`src/apm_pkg.sv`:
```
`default_nettype none
package apm_pkg;
  // ****************************************************************
  // timebase
  // ****************************************************************
  localparam int CLK_PERIOD_NS = 32'h0000_000A; // 10 ns core clock
  // 400 Hz sample period, 2_500_000 ns
  localparam int ODR_MAX_PERIOD_NS = 32'h0026_25A0;
  localparam int ODR_MAX_CYC = ODR_MAX_PERIOD_NS / CLK_PERIOD_NS;
  // wake-up poll period, about six per second, 166_666_666 ns
  localparam int WAKE_PERIOD_NS = 32'h09EF_21AA;
  localparam int WAKE_CYC = WAKE_PERIOD_NS / CLK_PERIOD_NS;
  // odr code of the fastest rate (400 Hz); code 0 is 12.5 Hz
  localparam logic [2:0] ODR_TOP = 3'h5;

  // ****************************************************************
  // sample format
  // ****************************************************************
  localparam int AXES = 32'h0000_0003;
  localparam int RAW_W = 32'h0000_0010;
  localparam int SAMPLE_W = 32'h0000_000C;
  localparam logic signed [15:0] SMP_MAX = 16'sh07FF;
  localparam logic signed [15:0] SMP_MIN = 16'shF800;
  localparam logic [11:0] FULL_SCALE_CODE = 12'h0FFF;
  localparam int FIFO_DEPTH = 32'h0000_0010;
  localparam int FIFO_W = AXES * SAMPLE_W;

  // ****************************************************************
  // types
  // ****************************************************************
  // standby must stay first so an all-zero reset lands in it
  typedef enum logic [1:0] {
    MODE_STANDBY,
    MODE_MEAS,
    MODE_WAKE
  } apm_mode_t;

  typedef enum logic [1:0] {
    RANGE_2G,
    RANGE_4G,
    RANGE_8G
  } apm_range_t;

  typedef logic signed [RAW_W-1:0] apm_raw_axis_t;
  typedef apm_raw_axis_t [AXES-1:0] apm_raw_t;
  typedef logic [AXES-1:0][SAMPLE_W-1:0] apm_sample_t;

  typedef struct packed {
    apm_mode_t mode_req;
    apm_range_t range;
    logic [2:0] odr;
    logic [11:0] act_thresh;
    logic [7:0] act_time;
    logic auto_meas_en;
    logic irq_en;
    logic awake_en;
    logic fifo_en;
    logic ext_clk_en;
    logic sync_en;
  } apm_cfg_t;
endpackage
`default_nettype wire

```
`src/apm_fifo.sv`:
```
`timescale 1ns/10ps
`default_nettype none
module apm_fifo #(
  parameter int WIDTH = apm_pkg::FIFO_W,
  parameter int DEPTH = apm_pkg::FIFO_DEPTH
) (
  input wire logic core_clk,
  input wire logic rst_n,
  input wire logic in_valid,
  output logic in_ready,
  input wire logic [WIDTH-1:0] in_data,
  output logic out_valid,
  input wire logic out_ready,
  output logic [WIDTH-1:0] out_data
);
  localparam int AW = $clog2(DEPTH);

  typedef struct packed {
    logic [AW-1:0] wp;
    logic [AW-1:0] rp;
    logic [AW:0] cnt;
    logic ov;
    logic [WIDTH-1:0] od;
  } apm_fifo_st_t;

  apm_fifo_st_t fifo_reg, fifo_next;
  logic [WIDTH-1:0] mem [DEPTH];
  logic wr, rd;

  // ****************************************************************
  // handshakes
  // ****************************************************************
  // the output register is an extra slot, so full means the array only
  assign in_ready = fifo_reg.cnt != (AW+1)'(DEPTH);
  assign wr = in_valid & in_ready;
  assign rd = (fifo_reg.cnt != '0) & (~fifo_reg.ov | out_ready);
  assign out_valid = fifo_reg.ov;
  assign out_data = fifo_reg.od;

  // ****************************************************************
  // pointers and output stage
  // ****************************************************************
  // read data always leaves through a register
  always_comb begin
    fifo_next = fifo_reg;
    if (out_ready) begin
      fifo_next.ov = 1'b0;
    end
    if (rd) begin
      fifo_next.ov = 1'b1;
      fifo_next.od = mem[fifo_reg.rp];
      fifo_next.rp = fifo_reg.rp + 1'b1;
    end
    if (wr) begin
      fifo_next.wp = fifo_reg.wp + 1'b1;
    end
    fifo_next.cnt = fifo_reg.cnt + (AW+1)'(wr) - (AW+1)'(rd);
  end

  // state and storage
  always_ff @(posedge core_clk) begin
    if (!rst_n) begin
      fifo_reg <= '0;
    end else begin
      fifo_reg <= fifo_next;
    end
    if (wr) begin
      mem[fifo_reg.wp] <= in_data;
    end
  end
endmodule
`default_nettype wire

```
`src/apm_ctrl.sv`:
```
// Functional notes
// - three modes: continuous measurement, low-rate wake-up sensing, standby with no sensing
// - measurement samples continuously at a selectable rate from 12.5 Hz to 400 Hz
// - wake-up mode samples only about six times per second
// - motion in wake-up may move the block to measurement on its own
// - motion in wake-up may raise the activity interrupt toward the host
// - motion may drive the awake output that wakes downstream circuits
// - in wake-up every feature works except the activity timer and the external clock and trigger, as the timer paces samples
// - in wake-up live samples stay readable and may enter the FIFO
// - standby stops all measurement until the host picks a mode again
// - entering standby keeps pending interrupts and stored samples untouched
// - standby creates no new interrupt events
// - after reset the block sits in standby with every function off
// - range of 2, 4 or 8 g on 12-bit samples; scale follows range
// - out-of-range acceleration reports full-scale code 0x0FFF, never wraps
// - secondary event pin is an interrupt output, or a sampling trigger input
// - primary event pin is an interrupt output, or an external sample clock input
`timescale 1ns/10ps
`default_nettype none
module apm_ctrl #(
  parameter logic [31:0] ODR_MAX_CYC = 32'(apm_pkg::ODR_MAX_CYC),
  parameter logic [31:0] WAKE_CYC = 32'(apm_pkg::WAKE_CYC)
) (
  input wire logic core_clk,
  input wire logic rst_n,
  input wire apm_pkg::apm_cfg_t cfg,
  input wire logic irq_clear,
  input wire apm_pkg::apm_raw_t raw_sample,
  input wire logic primary_event_pin_i,
  output logic primary_event_pin_o,
  output logic primary_event_pin_oe,
  input wire logic secondary_event_pin_i,
  output logic secondary_event_pin_o,
  output logic secondary_event_pin_oe,
  output logic awake_out,
  output apm_pkg::apm_mode_t mode_out,
  output apm_pkg::apm_sample_t sample_out,
  output logic sample_stb,
  output logic overrun_out,
  output logic fifo_valid,
  input wire logic fifo_ready,
  output logic [apm_pkg::FIFO_W-1:0] fifo_data
);

  // ****************************************************************
  // state
  // ****************************************************************
  typedef struct packed {
    apm_pkg::apm_mode_t mode;
    apm_pkg::apm_mode_t req_seen;
    logic [31:0] cnt;
    logic [7:0] act_cnt;
    logic act_pend;
    logic drdy_pend;
    logic awake;
    logic overrun;
    logic pend;
    logic stb;
    apm_pkg::apm_sample_t smp;
    logic [2:0] p_sy;
    logic p_lv;
    logic [2:0] s_sy;
    logic s_lv;
  } apm_ctl_t;

  apm_ctl_t ctl_reg, ctl_next;
  logic pri_rise, sec_rise, timer_exp;
  logic meas_tick, smp_tick, boundary;
  logic busy, motion, act_hit;
  logic fifo_in_ready;
  logic signed [15:0] scaled [apm_pkg::AXES];
  apm_pkg::apm_sample_t clipped;

  // ****************************************************************
  // helpers
  // ****************************************************************
  // reload value for the sample timer in a given mode
  function automatic logic [31:0] period_of(apm_pkg::apm_mode_t m, logic [2:0] odr);
    logic [2:0] sh;
    sh = (odr > apm_pkg::ODR_TOP) ? 3'h0 : 3'(apm_pkg::ODR_TOP - odr);
    if (m == apm_pkg::MODE_WAKE) begin
      period_of = WAKE_CYC;
    end else begin
      period_of = ODR_MAX_CYC << sh;
    end
  endfunction

  // raw front-end counts are 1 mg each; wider ranges drop low bits
  function automatic logic signed [15:0] scale_axis(logic signed [15:0] raw,
                                                    apm_pkg::apm_range_t rg);
    logic [1:0] sh;
    case (rg)
      apm_pkg::RANGE_2G: sh = 2'h0;
      apm_pkg::RANGE_4G: sh = 2'h1;
      default: sh = 2'h2;
    endcase
    scale_axis = raw >>> sh;
  endfunction

  // report full-scale code 0x0FFF in either direction instead of wrapping into the 12-bit field
  function automatic logic [11:0] clip_axis(logic signed [15:0] v);
    if (v > apm_pkg::SMP_MAX || v < apm_pkg::SMP_MIN) begin
      clip_axis = apm_pkg::FULL_SCALE_CODE;
    end else begin
      clip_axis = v[11:0];
    end
  endfunction

  // magnitude test works on the unclipped value, so clipping never hides motion
  function automatic logic over_thresh(logic signed [15:0] v, logic [11:0] th);
    logic [15:0] mag;
    mag = v[15] ? 16'(-v) : 16'(v);
    over_thresh = mag > {4'h0, th};
  endfunction

  // ****************************************************************
  // per-axis datapath
  // ****************************************************************
  for (genvar a = 0; a < apm_pkg::AXES; a++) begin : g_axis
    assign scaled[a] = scale_axis(raw_sample[a], cfg.range);
    assign clipped[a] = clip_axis(scaled[a]);
  end

  // motion if any axis passes the threshold
  always_comb begin
    motion = 1'b0;
    for (int a = 0; a < apm_pkg::AXES; a++) begin
      motion = motion | over_thresh(scaled[a], cfg.act_thresh);
    end
  end

  // ****************************************************************
  // pin edges and sample ticks
  // ****************************************************************
  // a new level counts once stages two and three agree
  assign pri_rise = (ctl_reg.p_sy[2:1] == 2'b11) & ~ctl_reg.p_lv;
  assign sec_rise = (ctl_reg.s_sy[2:1] == 2'b11) & ~ctl_reg.s_lv;
  assign timer_exp = ctl_reg.cnt == 32'h0000_0000;

  // tick source in measurement: external clock, trigger, else timer
  // with an idle external clock no boundary comes, so mode changes wait
  always_comb begin
    if (cfg.ext_clk_en) begin
      meas_tick = pri_rise;
    end else if (cfg.sync_en) begin
      meas_tick = sec_rise;
    end else begin
      meas_tick = timer_exp;
    end
  end

  // standby takes no samples; its timer only marks boundaries
  always_comb begin
    case (ctl_reg.mode)
      apm_pkg::MODE_MEAS: begin
        smp_tick = meas_tick;
        boundary = meas_tick;
      end
      apm_pkg::MODE_WAKE: begin
        smp_tick = timer_exp;
        boundary = timer_exp;
      end
      default: begin
        smp_tick = 1'b0;
        boundary = timer_exp;
      end
    endcase
  end

  // a sample still waiting for the FIFO stalls the next capture
  assign busy = ctl_reg.pend & ~fifo_in_ready;

  // activity timer only in measurement; wake-up acts on one sample
  always_comb begin
    if (ctl_reg.mode == apm_pkg::MODE_WAKE) begin
      act_hit = smp_tick & motion;
    end else begin
      act_hit = smp_tick & motion &
                (({1'b0, ctl_reg.act_cnt} + 9'h001) >= {1'b0, cfg.act_time});
    end
  end

  // ****************************************************************
  // next state
  // ****************************************************************
  always_comb begin
    ctl_next = ctl_reg;
    ctl_next.stb = 1'b0;

    // three-stage synchronisers for both event pins
    ctl_next.p_sy = {ctl_reg.p_sy[1:0], primary_event_pin_i};
    ctl_next.s_sy = {ctl_reg.s_sy[1:0], secondary_event_pin_i};
    if (ctl_reg.p_sy[1] == ctl_reg.p_sy[2]) begin
      ctl_next.p_lv = ctl_reg.p_sy[2];
    end
    if (ctl_reg.s_sy[1] == ctl_reg.s_sy[2]) begin
      ctl_next.s_lv = ctl_reg.s_sy[2];
    end

    // host clears first so a same-cycle event wins
    if (irq_clear) begin
      ctl_next.act_pend = 1'b0;
      ctl_next.drdy_pend = 1'b0;
      ctl_next.overrun = 1'b0;
    end

    // FIFO accepted the waiting sample
    if (ctl_reg.pend & fifo_in_ready) begin
      ctl_next.pend = 1'b0;
    end

    // capture a sample at each tick of an active mode unless busy, which flags overrun instead
    if (smp_tick) begin
      if (busy) begin
        ctl_next.overrun = 1'b1;
      end else begin
        ctl_next.smp = clipped;
        ctl_next.stb = 1'b1;
        ctl_next.pend = cfg.fifo_en;
        ctl_next.drdy_pend = 1'b1;
      end
      if (motion) begin
        if (ctl_reg.act_cnt != 8'hFF) begin
          ctl_next.act_cnt = ctl_reg.act_cnt + 8'h01;
        end
      end else begin
        ctl_next.act_cnt = 8'h00;
      end
    end

    // activity response
    if (act_hit) begin
      if (cfg.irq_en) begin
        ctl_next.act_pend = 1'b1;
      end
      ctl_next.awake = 1'b1;
      if (ctl_reg.mode == apm_pkg::MODE_WAKE && cfg.auto_meas_en) begin
        ctl_next.mode = apm_pkg::MODE_MEAS;
        ctl_next.act_cnt = 8'h00;
      end
    end

    // host mode request, applied only on a boundary; flags and data kept, except awake, which a standby request drops
    if (boundary && cfg.mode_req != ctl_reg.req_seen) begin
      ctl_next.mode = cfg.mode_req;
      ctl_next.req_seen = cfg.mode_req;
      ctl_next.act_cnt = 8'h00;
      if (cfg.mode_req == apm_pkg::MODE_STANDBY) begin
        ctl_next.awake = 1'b0;
      end
    end

    // sample timer reloads for the mode now in force
    if (timer_exp) begin
      ctl_next.cnt = period_of(ctl_next.mode, cfg.odr) - 32'h0000_0001;
    end else begin
      ctl_next.cnt = ctl_reg.cnt - 32'h0000_0001;
    end
  end

  // all-zero reset puts the block in standby, everything off
  always_ff @(posedge core_clk) begin
    if (!rst_n) begin
      ctl_reg <= '0;
    end else begin
      ctl_reg <= ctl_next;
    end
  end

  // ****************************************************************
  // sample buffer
  // ****************************************************************
  apm_fifo #(
    .WIDTH(apm_pkg::FIFO_W),
    .DEPTH(apm_pkg::FIFO_DEPTH)
  ) u_fifo (
    .core_clk(core_clk),
    .rst_n(rst_n),
    .in_valid(ctl_reg.pend),
    .in_ready(fifo_in_ready),
    .in_data(ctl_reg.smp),
    .out_valid(fifo_valid),
    .out_ready(fifo_ready),
    .out_data(fifo_data)
  );

  // ****************************************************************
  // outputs
  // ****************************************************************
  // a pin set up as input is released so the host drives it alone
  assign primary_event_pin_o = ctl_reg.act_pend;
  assign primary_event_pin_oe = ~cfg.ext_clk_en;
  assign secondary_event_pin_o = ctl_reg.drdy_pend;
  assign secondary_event_pin_oe = ~cfg.sync_en;
  assign awake_out = ctl_reg.awake & cfg.awake_en;
  assign mode_out = ctl_reg.mode;
  assign sample_out = ctl_reg.smp;
  assign sample_stb = ctl_reg.stb;
  assign overrun_out = ctl_reg.overrun;
endmodule
`default_nettype wire

```
`config.mk`:
```
export PLATFORM = sky130hd
export DESIGN_NAME = apm_ctrl
export DESIGN_NICKNAME = d
export VERILOG_FILES = /design/src/apm_pkg.sv /design/src/apm_fifo.sv /design/src/apm_ctrl.sv
export SDC_FILE = /design/constraint.sdc
export NUM_CORES = 1
export LEC_CHECK = 0
export ABC_AREA = 1
export BUFFER_PORTS_ARGS = -buffer_cell sky130_fd_sc_hd__clkbuf_2
export CAP_MARGIN = 25
export CORE_MARGIN = 2
export CORE_UTILIZATION = 55
export CTS_CLUSTER_SIZE = 24
export DETAILED_ROUTE_END_ITERATION = 16
export PLACE_DENSITY = 0.73
export SYNTH_ARGS = -nofsm -noshare
export SYNTH_HDL_FRONTEND = slang
export SYNTH_SLANG_ARGS = --single-unit
```
`constraint.sdc`:
```
create_clock -name core_clk -period 7.2 [get_ports core_clk]
set_clock_uncertainty 0.15 [all_clocks]
set_input_delay 1.44 -clock core_clk [delete_from_list [all_inputs] [get_ports core_clk]]
set_output_delay 1.44 -clock core_clk [all_outputs]
set_load 0.005 [all_outputs]
```
Yosys cells after proc, flatten, opt, wreduce, memory -nomap -nowiden:

Memory sizes are Yosys's and may differ from the RTL's. A register that Yosys moved wholly into a read port is not among the register bits.
Cells that the tools add are included.

* output and inout bits: 82
* flip-flop bits (word level): 144
* memory bits (writable): 576
* memories kept: 1
* logic and storage cells: 135

* $add $sub $neg: 12
* reduce and logical (&&, ||, !) cells: 13
* multiplexer cells: 42
* $lt $le $gt $ge: 11
* shift-type cells: 4
* bitwise gates (word level): 19
* equality and inequality tests: 11

Memories
* u_fifo.mem: depth 16, bits a word 36, read ports 1, clocked after Yosys merged registers in 1, write ports 1, RTL line apm_fifo.sv:27 `logic [WIDTH-1:0] mem [DEPTH];`

Operators with widths (number)
* 32-bit two-way mux: 3
* 32-bit by 1-bit subtractor with 32-bit output (second input constant): 2
* 16-bit by 12-bit > comparator with 1-bit output: 3
* 16-bit by 12-bit > comparator with 1-bit output (second input constant): 3
* 16-bit by 12-bit < comparator with 1-bit output (second input constant): 3
* 16-bit two-way mux: 3
* 16-bit negator: 3
* 16-bit by 2-bit >>> shifter with 16-bit output: 3
* 39-bit two-way mux: 1
* 38-bit two-way mux: 1
* 37-bit two-way mux: 1
* 12-bit two-way mux: 3
* 32-bit zero test: 1
* 8-bit two-way mux: 4
* 18-bit by 3-bit left shift with 32-bit output (first input constant): 1
* 1-bit two-way mux: 16
* 4-bit two-way mux: 3
* 8-bit by 1-bit adder with 9-bit output (second input constant): 1
* 9-bit by 8-bit >= comparator with 1-bit output: 1
* 9-bit two-way mux: 1
* 4-bit by 1-bit adder with 4-bit output (second input constant): 2
* 8-bit by 1-bit adder with 8-bit output (second input constant): 1
* 1-bit AND: 8
* 2-bit == test (second input constant): 4
* other kinds (22): 40

Logic depth before layout (Yosys ltp):

Gate-level depths: netlist (run 1).

* depth after elaboration: 18
* gate-level depth with buffers: 46
* mapped depth without buffers: 44

By module:

A second synthesis (run 1) with hierarchy kept.

* cells, all modules: 3964
* area total of the unflattened synthesis: 35252.6 µm²

Modules (own cells, without submodules)
* apm_fifo: sequential area each 18377.6 µm², cells an instance 2600, area an instance 26845.7 µm², instances 1
* apm_ctrl: sequential area each 1881.8 µm², cells an instance 1364, area an instance 8406.8 µm², instances 1

Worst setup path after synthesis (run 1):

Ideal clock, no wire load.

* path kind: input -> register
* from: input port cfg[29] in the netlist's numbering
* to: register ctl_reg[86] in the netlist's numbering
* data required time: 6.986 ns
* setup time: 0.064 ns
* cell stages on the path: 40
* buffers on the path: 1
* path slack: 1.471 ns
* data arrival time: 5.515 ns
* cell sequence: buf_4 > nand2_2 > nor2_1 > nor3_4 > ha_1 > nand4_1 > nor2_1 > nand3_1 > nand2_1 > o21ai_0 > xor2_1 > inv_1 > ha_1 > inv_1 > nor3_1 > nand2_1 > nand2_1 > nand2_1 > (+4 left out) > nand2_2 > nand4_2 > nand2_1 > nand2_2 > nand3_2 > nand2_1 > inv_1 > ha_1 > inv_1 > nor2_1 > nand3_1 > nor2_2 > nand2_1 > nor2_4 > nand3_1 > nor2_1 > nor2_1 > nor2_1

* longest elaborated chain between the ends: 18

RTL lines
* start, declared: RTL line apm_ctrl.sv:26 `input wire apm_pkg::apm_cfg_t cfg,`
* 2-bit by 1-bit == test with 1-bit output / 2-bit zero test (equally long branches): RTL line apm_ctrl.sv:92 `case (rg)`
* 2-bit case mux with 2 select lines (*): RTL line apm_ctrl.sv:92
* 16-bit by 2-bit >>> shifter with 16-bit output: RTL line apm_ctrl.sv:97 `scale_axis = raw >>> sh;`
* 16-bit negator: RTL line apm_ctrl.sv:112 `mag = v[15] ? 16'(-v) : 16'(v);`
* 16-bit two-way mux: RTL line apm_ctrl.sv:112
* 16-bit by 12-bit > comparator with 1-bit output: RTL line apm_ctrl.sv:113 `over_thresh = mag > {4'h0, th};`
* 1-bit OR: RTL line apm_ctrl.sv:128 `motion = motion | over_thresh(scaled[a], cfg.act_thresh);`
* 1-bit OR (*): RTL line apm_ctrl.sv:128
* (+2 left out)
* 1-bit two-way mux (*): RTL line apm_ctrl.sv:175 `if (ctl_reg.mode == apm_pkg::MODE_WAKE) begin`
* 2-bit two-way mux (*): RTL line apm_ctrl.sv:232 `if (act_hit) begin`
* 4-bit two-way mux (*): RTL line apm_ctrl.sv:244 `if (boundary && cfg.mode_req != ctl_reg.req_seen) begin`
* 2-bit == test (*): RTL line apm_ctrl.sv:81 `if (m == apm_pkg::MODE_WAKE) begin`
* 32-bit two-way mux (*): RTL line apm_ctrl.sv:81
* 32-bit two-way mux (*): RTL line apm_ctrl.sv:254 `if (timer_exp) begin`
* 32-bit by 1-bit subtractor with 32-bit output (*): RTL line apm_ctrl.sv:255 `ctl_next.cnt = period_of(ctl_next.mode, cfg.odr) - 32'h0000_0001;`
* 32-bit two-way mux (*): RTL line apm_ctrl.sv:254
* end signal, assigned: RTL line apm_ctrl.sv:266 `ctl_reg <= ctl_next;`
* end, declared: RTL line apm_ctrl.sv:66 `apm_ctl_t ctl_reg, ctl_next;`

Every way passes the cells marked *; elsewhere a longest branch is shown, timed or not. The select of a mux whose other input is x is not followed.
A chain may end at the register's enable or synchronous reset.

Worst setup path in the final report (run 1):

* from: input port cfg[30] in the netlist's numbering
* to: register ctl_reg[86] in the netlist's numbering

Same word-level chain as after synthesis.

==> results of run 1 <==
[area by class of cell]
class	count	area [sq um]
Multi-Input combinational cell	1822	10700
Clock buffer	95	2100
Tap cell	782	978
Timing Repair Buffer	216	1250
Fill cell	4754	23000
Clock inverter	43	488
Sequential cell	724	20300
Antenna cell	1	2.50
Inverter	408	1540
[cell families (layout without fill, tap and decap cells)]
logic type,count (synthesis),after routing,synth area share (%)
AO/OA/AOI/OAI,700,700,12.2
XOR/XNOR,37,37,0.965
adder cells (fa/ha/maj),65,65,2.44
buffers and inverters,641,762,8.15
flip-flops,724,724,60.3
multiplexers,145,145,4.32
other,0,1,0
AND/OR/NAND/NOR,875,875,11.5
[layout by cell type (no fill, tap or decap), types with 13 or more instances in the layout]
master	instances
a21oi_1	238
a31o_2	36
buf_4	45
clkbuf_16	78
clkbuf_2	167
clkinv_2	14
dfxtp_1	144
edfxtp_1	576
ha_1	64
inv_1	387
inv_2	18
mux2i_1	145
nand2_1	389
nand3_1	188
nand4_1	26
nor2_1	175
nor2_2	13
nor2_4	21
nor3_1	19
o211ai_1	160
o21ai_0	228
xor2_1	32
[worst max-delay path, delay by kind of cell]
family,cells,cell delay (ps)
buffers and inverters,6,530
XOR/XNOR,1,130
adder cells (fa/ha/maj),3,600
AND/OR/NAND/NOR,33,3970
[power groups by stage]
| stage | Clock [mW] | Combinational, mW | Sequential (mW) |
|---|---|---|---|
| floorplan | 0 | 2.56 | 4.82 |
| global placement | 0 | 3.06 | 4.94 |
| detailed placement | 0 | 3.14 | 4.94 |
| CTS | 4.05 | 3.17 | 4.85 |
| global route | 4.23 | 3.58 | 4.88 |
| finish | 4.01 | 3.22 | 4.86 |
[layer usage]
layer  routed length, microns  global-route usage, %  share of wire [%]  up-vias
met5                        0                      0                  0        -
met4                     2120                   8.66                2.4        0
met3                     6860                   4.09                7.9      132
met2                    41400                   44.8                 48     1076
met1                    36500                   37.6                 42    11600
li1                         -                      -                  -    11200
[metrics by stage]
step | utilization, % | hold WS [ps]
after global routing | 61.9 | 283
final | 61.9 | 265
after CTS | 61.8 | 272
after detailed placement | 57.5 | 257
after global placement | 57.5 | 243
after floorplan | - | 240
[worst max path at each step]
| stage | from | to | depth (start not counted) |
|---|---|---|---|
| final | cfg[30] | ctl_reg[86]$_SDFF_PN0_ | 43 |
| after global routing | cfg[29] | ctl_reg[86]$_SDFF_PN0_ | 42 |
| after floorplan | cfg[29] | ctl_reg[86]$_SDFF_PN0_ | 40 |
| after global placement | cfg[30] | ctl_reg[78]$_SDFF_PN0_ | 37 |
| after detailed placement | cfg[30] | ctl_reg[86]$_SDFF_PN0_ | 43 |
| after CTS | cfg[30] | ctl_reg[86]$_SDFF_PN0_ | 43 |
==> reports/qor.yml, run 1 <==
start_util_pct: 55.6
fin_setup_tns_ps: 0
clock_latency_ps: 630
final.period_utilization_pct: 88.0
finalSetupViolations: 0
tightest_slew_ps: 1270
synth_ff_type: "edfxtp_1"
yosysTopAreaCell: "edfxtp_1"
gp_congestion: 0.914
ios: 169
vias: 24000
powerDensity_nw_per_um2: 324
die_w_microns: 251
yosysTopAreaCellShare_pct: 51.5
dpl_cell_area_sq_um: 34700
pwr-share-clk_pct: 33.2
internal_power_mw: 8.24
p_switching_mw: 3.84
p_leak_nw: 14.7
drt-vias-per-instance: 5.86
syn2layout_area_growth_pct: 11.2
crit_path_frequent_cell: "nand2_1"
cts_tree: "built"
fin_ws_ps: 863
place_inst: 3950
drt_wl_total_mm: 86.9
async_reset_ff_share_pct: 0
yosys-top-cells-count: "edfxtp_1, inv_1, nand2_1, a21oi_1, o21ai_0"
path_clk_slew_ps: 60
yosysWarnings: 0
io_buffers: 168
ys_types: 54
antenna_found_initial: 1
p_sw_share_pct: 31.8
first_pass_iters: 6
root_buffer: "clkbuf_16"
dp_hpwl_mm: 51.8
r2r-end: "ctl_reg[86]$_SDFF_PN0_"
hold_class: "reg2reg"
final_area_sq_um: 37300
r2r_slack_ps: 2580
comb_power_share_pct: 26.6
slew_headroom_pct: 15.5
cts_hold_buf: 0
rows: 90
cts_resized: 0
htreeDepth: 3
power_frac_seq_pct: 40.2
status: "complete, no violations"
fin_crit_ps: 6340
min_from: "ctl_next[6]$_SDFF_PN0_"
rsz0062_at_grt: "no"
syn-num-nets: 3339
cp.required_ps: 7580
largest_reg_flops: 576
drc: 0
overflow: 0
synth_edf_count: 576
cp-start-kind: "input port"
cap_violations: 0
dieArea_sq_um: 63000
critical_path.max_stage_delay_ps: 640
tritoncts.num_buffers: 75
syn_inst: 3187
r2r_start: "ctl_reg[61]$_SDFF_PN0_"
postCtsSetupBuffers: 0
slowest_stage: "nor2_4"
grtUsageTotal_pct: 27.3
endpoint_kind: "flip-flop"
crit_arrival_ps: 6720
reg2regPathDepth: 28
power.total_mw: 12.1
grt_pass1_vias: 23100
nNetsFinal: 3399
die_height_microns: 251
maxSlewViolCount: 0
drive_gt1_share_pct: 13.9
antenna_left: 0
drt_iter0_markers: 2225
max_freq_ghz: 0.158
routedWlPerCell_microns: 21.3
numClockSinks: 724
grt_start_max_net_pins: 207
holdPathStages: 2
syn_area_per_cell_sq_um: 10.5
synth_seq_area_share_pct: 60.3
ir_drop_mv: 0.261
finalNonFillerCells: 4091
coreArea_sq_um: 60400
netlist_area_sq_um: 33600
min_delay_worst_endpoint: "ctl_next[7]$_SDFF_PN0_"
criticalPathCategory: "in2reg"
cts.path.max_buffers: 3
hold_violations: 0
synth-seq-cells: 724
cp_max_fo: 33
synth_most_common_cell: "edfxtp_1"
dp_slack_ps: 349
grt_pass1_wl_mm: 132
ys_top_cells_by_area: "edfxtp_1, dfxtp_1, inv_1"
(Power assumes the default switching activity.)
==> inputs of run 2 (changes only) <==
- ABC_AREA: 1 -> unset
- HOLD_SLACK_MARGIN: unset -> 0.12
==> run 2 against run 1 <==
Non-clock buffer count grew 7. Register-to-register slack lost 620 ps. Worst hold slack gained 18 ps. Count of clock-buffer cells in the layout grew 11. Total power shrank 4.8%. Global-route usage shrank 1.4 points. Synthesized cell count shrank 31%. Critical path type unchanged. Largest cell class unchanged.
==> reports/qor.yml, run 2 <==
status: "complete, no violations"  # unchanged
gp_congestion: 0.900  # was 0.914
fin_crit_ps: 6550  # was 6340 ps
fin_ws_ps: 645  # was 863 ps
drt_wl_total_mm: 77.2  # was 86.9 mm
rsz0062_at_grt: "no"  # unchanged
nNetsFinal: 2444  # was 3399
root_buffer: "clkbuf_16"  # unchanged
antenna_left: 0  # unchanged
fin_setup_tns_ps: 0  # unchanged
cts_hold_buf: 0  # unchanged
drt-vias-per-instance: 6.22  # was 5.86
ys_types: 78  # was 54
crit_path_frequent_cell: "ha_1"  # was nand2_1
hold_class: "reg2reg"  # unchanged
drt_iter0_markers: 1853  # was 2225
finalSetupViolations: 0  # unchanged
dp_hpwl_mm: 45.2  # was 51.8 mm
path_clk_slew_ps: 70  # was 60 ps
final_common_cell: "edfxtp_1"  # unchanged
p_switching_mw: 3.22  # was 3.84 mW
antenna_cells: 0  # was 1
syn-num-nets: 2341  # was 3339
cp_max_fo: 28  # was 33
power.total_mw: 11.5  # was 12.1 mW
crit_arrival_ps: 6930  # was 6720 ps
synth_edf_count: 576  # unchanged
numClockSinks: 724  # unchanged
max_freq_ghz: 0.153  # was 0.158 GHz
final.period_utilization_pct: 91.0  # was 88.0%
dp_slack_ps: 66.5  # was 349 ps
syn_area_per_cell_sq_um: 14.7  # was 10.5 sq um
criticalPathCategory: "in2reg"  # unchanged
start_util_pct: 55.7  # was 55.6%
pwr-share-clk_pct: 32.6  # was 33.2%
die_height_microns: 246  # was 251 microns
postCtsSetupBuffers: 0  # unchanged
path_delay_family: "simple AND/OR/NAND/NOR gates"  # unchanged
die_w_microns: 246  # was 251 microns
yosysTopAreaCellShare_pct: 53.8  # was 51.5%
netlist_area_sq_um: 32100  # was 33600 sq um
power_frac_seq_pct: 42.0  # was 40.2%
vias: 19400  # was 24000
grt_start_max_net_pins: 145  # was 207
critical_path.max_stage_delay_ps: 630  # was 640 ps
async_reset_ff_share_pct: 0  # unchanged
synth-seq-cells: 724  # unchanged
overflow: 0  # unchanged
clock_latency_ps: 610  # was 630 ps
hold_violations: 0  # unchanged
dieArea_sq_um: 60400  # was 63000 sq um
hold_ws_ps: 283  # was 265 ps
grt_pass1_wl_mm: 117  # was 132 mm
cts_tree: "built"  # unchanged
maxSlewViolCount: 0  # unchanged
cp.required_ps: 7580  # about the same
powerDensity_nw_per_um2: 321  # was 324 nW/um^2
htreeDepth: 3  # unchanged
ys_top_cells_by_area: "edfxtp_1, mux4_2, dfxtp_1"  # was edfxtp_1, dfxtp_1, inv_1
synth_ff_type: "edfxtp_1"  # unchanged
largest_reg_flops: 576  # unchanged
io_buffers: 168  # unchanged
tightest_slew_ps: 1050  # was 1270 ps
comb_power_share_pct: 25.4  # was 26.6%
first_pass_iters: 5  # was 6
cts.path.max_buffers: 3  # unchanged
internal_power_mw: 8.28  # was 8.24 mW
slew_headroom_pct: 29.7  # was 15.5%
antenna_found_initial: 2  # was 1
syn2layout_area_growth_pct: 11.5  # was 11.2%
yosysWarnings: 0  # unchanged
cts_resized: 0  # unchanged
ios: 169  # unchanged
drc: 0  # unchanged
synth_most_common_cell: "edfxtp_1"  # unchanged
n_fill_cell: 4201  # was 4754
path_buf_inv: 3  # was 6
drive_gt1_share_pct: 24.2  # was 13.9%
coreArea_sq_um: 57700  # was 60400 sq um
p_sw_share_pct: 28.0  # was 31.8%
synth_seq_area_share_pct: 63.1  # was 60.3%
ir_drop_mv: 0.329  # was 0.261 mV
layout_common_cells: "edfxtp_1, mux4_2, clkbuf_2, nand2_1, nor2_1"  # was edfxtp_1, nand2_1, inv_1, a21oi_1, o21ai_0
yosysTopAreaCell: "edfxtp_1"  # unchanged
grt_pass1_vias: 19300  # was 23100
p_leak_nw: 12.4  # was 14.7 nW
tritoncts.num_buffers: 73  # was 75
cp-start-kind: "input port"  # unchanged
routedWlPerCell_microns: 24.8  # was 21.3 microns
slowest_stage: "or4b_2"  # was nor2_4
grtUsageTotal_pct: 25.9  # was 27.3%
cap_violations: 0  # unchanged
yosys-top-cells-count: "edfxtp_1, mux4_2, nand2_1, nor2_1, dfxtp_1"  # was edfxtp_1, inv_1, nand2_1, a21oi_1, o21ai_0
syn_inst: 2189  # was 3187
rows: 88  # was 90
endpoint_kind: "flip-flop"  # unchanged
post-route-util_pct: 62.1  # was 61.9%
==> run 2: changes by cell type after synthesis, sizes merged, moves of 33 or more <==
cell	delta
a31o	-33
nor2	-60
nand3	-181
o211ai	-155
inv	-347
mux4	+180
nand2	-249
o21ai	-159
mux2i	-97
a21oi	-113
==> run 2: kinds of logic (layout without fill, tap and decap cells) <==
group                      Yosys count  in the layout  synth area share [%]
and+or+nand+nor                    503            503                  7.58
adders and majority gates           65             65                  2.56
AOI/OAI and AO/OA                  343            343                  6.70
muxes                              244            244                  14.7
buffers and inverters              257            419                  3.99
DFF                                724            724                  63.1
xor gates and xnor gates            53             53                  1.45
==> run 2: routing by layer <==
layer	GRT usage [%]	wire, microns	vias to the layer above
met5	0	0	-
met4	10.1	2590	0
met3	3.92	5700	159
met2	42.2	38000	901
met1	35.4	31000	9701
li1	-	-	8630
==> run 2: worst register-to-register path, cell delays in order, from the launching register on <==
cell	delay (ps)
dfxtp_1	340
or4_1	640
nor4_2	470
nand2_1	240
o22a_1	340
mux2i_1	730
a211oi_4	80
nor2_1	140
ha_1	210
nand2_2	70
nor3_1	200
and3_1	260
nand2b_1	100
nor4_1	410
or4b_2	630
a21oi_1	150
==> run 2: final timing paths <==
check | to | cells past startpoint | slack [ps] | start
worst min-delay path | ctl_next[7]$_SDFF_PN0_ | 1 | 280 | ctl_next[6]$_SDFF_PN0_
worst max register to register | ctl_reg[88]$_SDFF_PN0_ | 15 | 1960 | ctl_reg[75]$_SDFF_PN0_
worst min register to register | ctl_next[7]$_SDFF_PN0_ | 1 | 280 | ctl_next[6]$_SDFF_PN0_
worst max-delay path | ctl_reg[88]$_SDFF_PN0_ | 27 | 650 | cfg[29]
==> run 2: metrics by stage <==
step	std cells	instance area, sq um
floorplan	2189	32200
global placement	2981	33400
detailed placement	2981	33400
CTS	3115	35800
global route	3116	35800
finish	3116	35800
==> run 2: power groups by stage <==
| stage | clock (mW) | sequential (mW) | combinational, mW |
|---|---|---|---|
| CTS | 3.80 | 4.83 | 2.92 |
| detailed placement | 0 | 4.92 | 2.89 |
| global route | 3.97 | 4.86 | 3.17 |
| floorplan | 0 | 4.83 | 2.32 |
| finish | 3.75 | 4.83 | 2.92 |
| global placement | 0 | 4.91 | 2.84 |
==> run 2: final cells by class <==
cell class              instances  area (sq um)  area share [%]
clock buffers                 106          2050            5.74
inverters                      62           235           0.657
flip-flops and latches        724         20300            56.6
well taps                     765           957            2.67
repair buffers                223          1310            3.66
clock inverters                28           309           0.863
multi-input cells            1208         10700            29.8
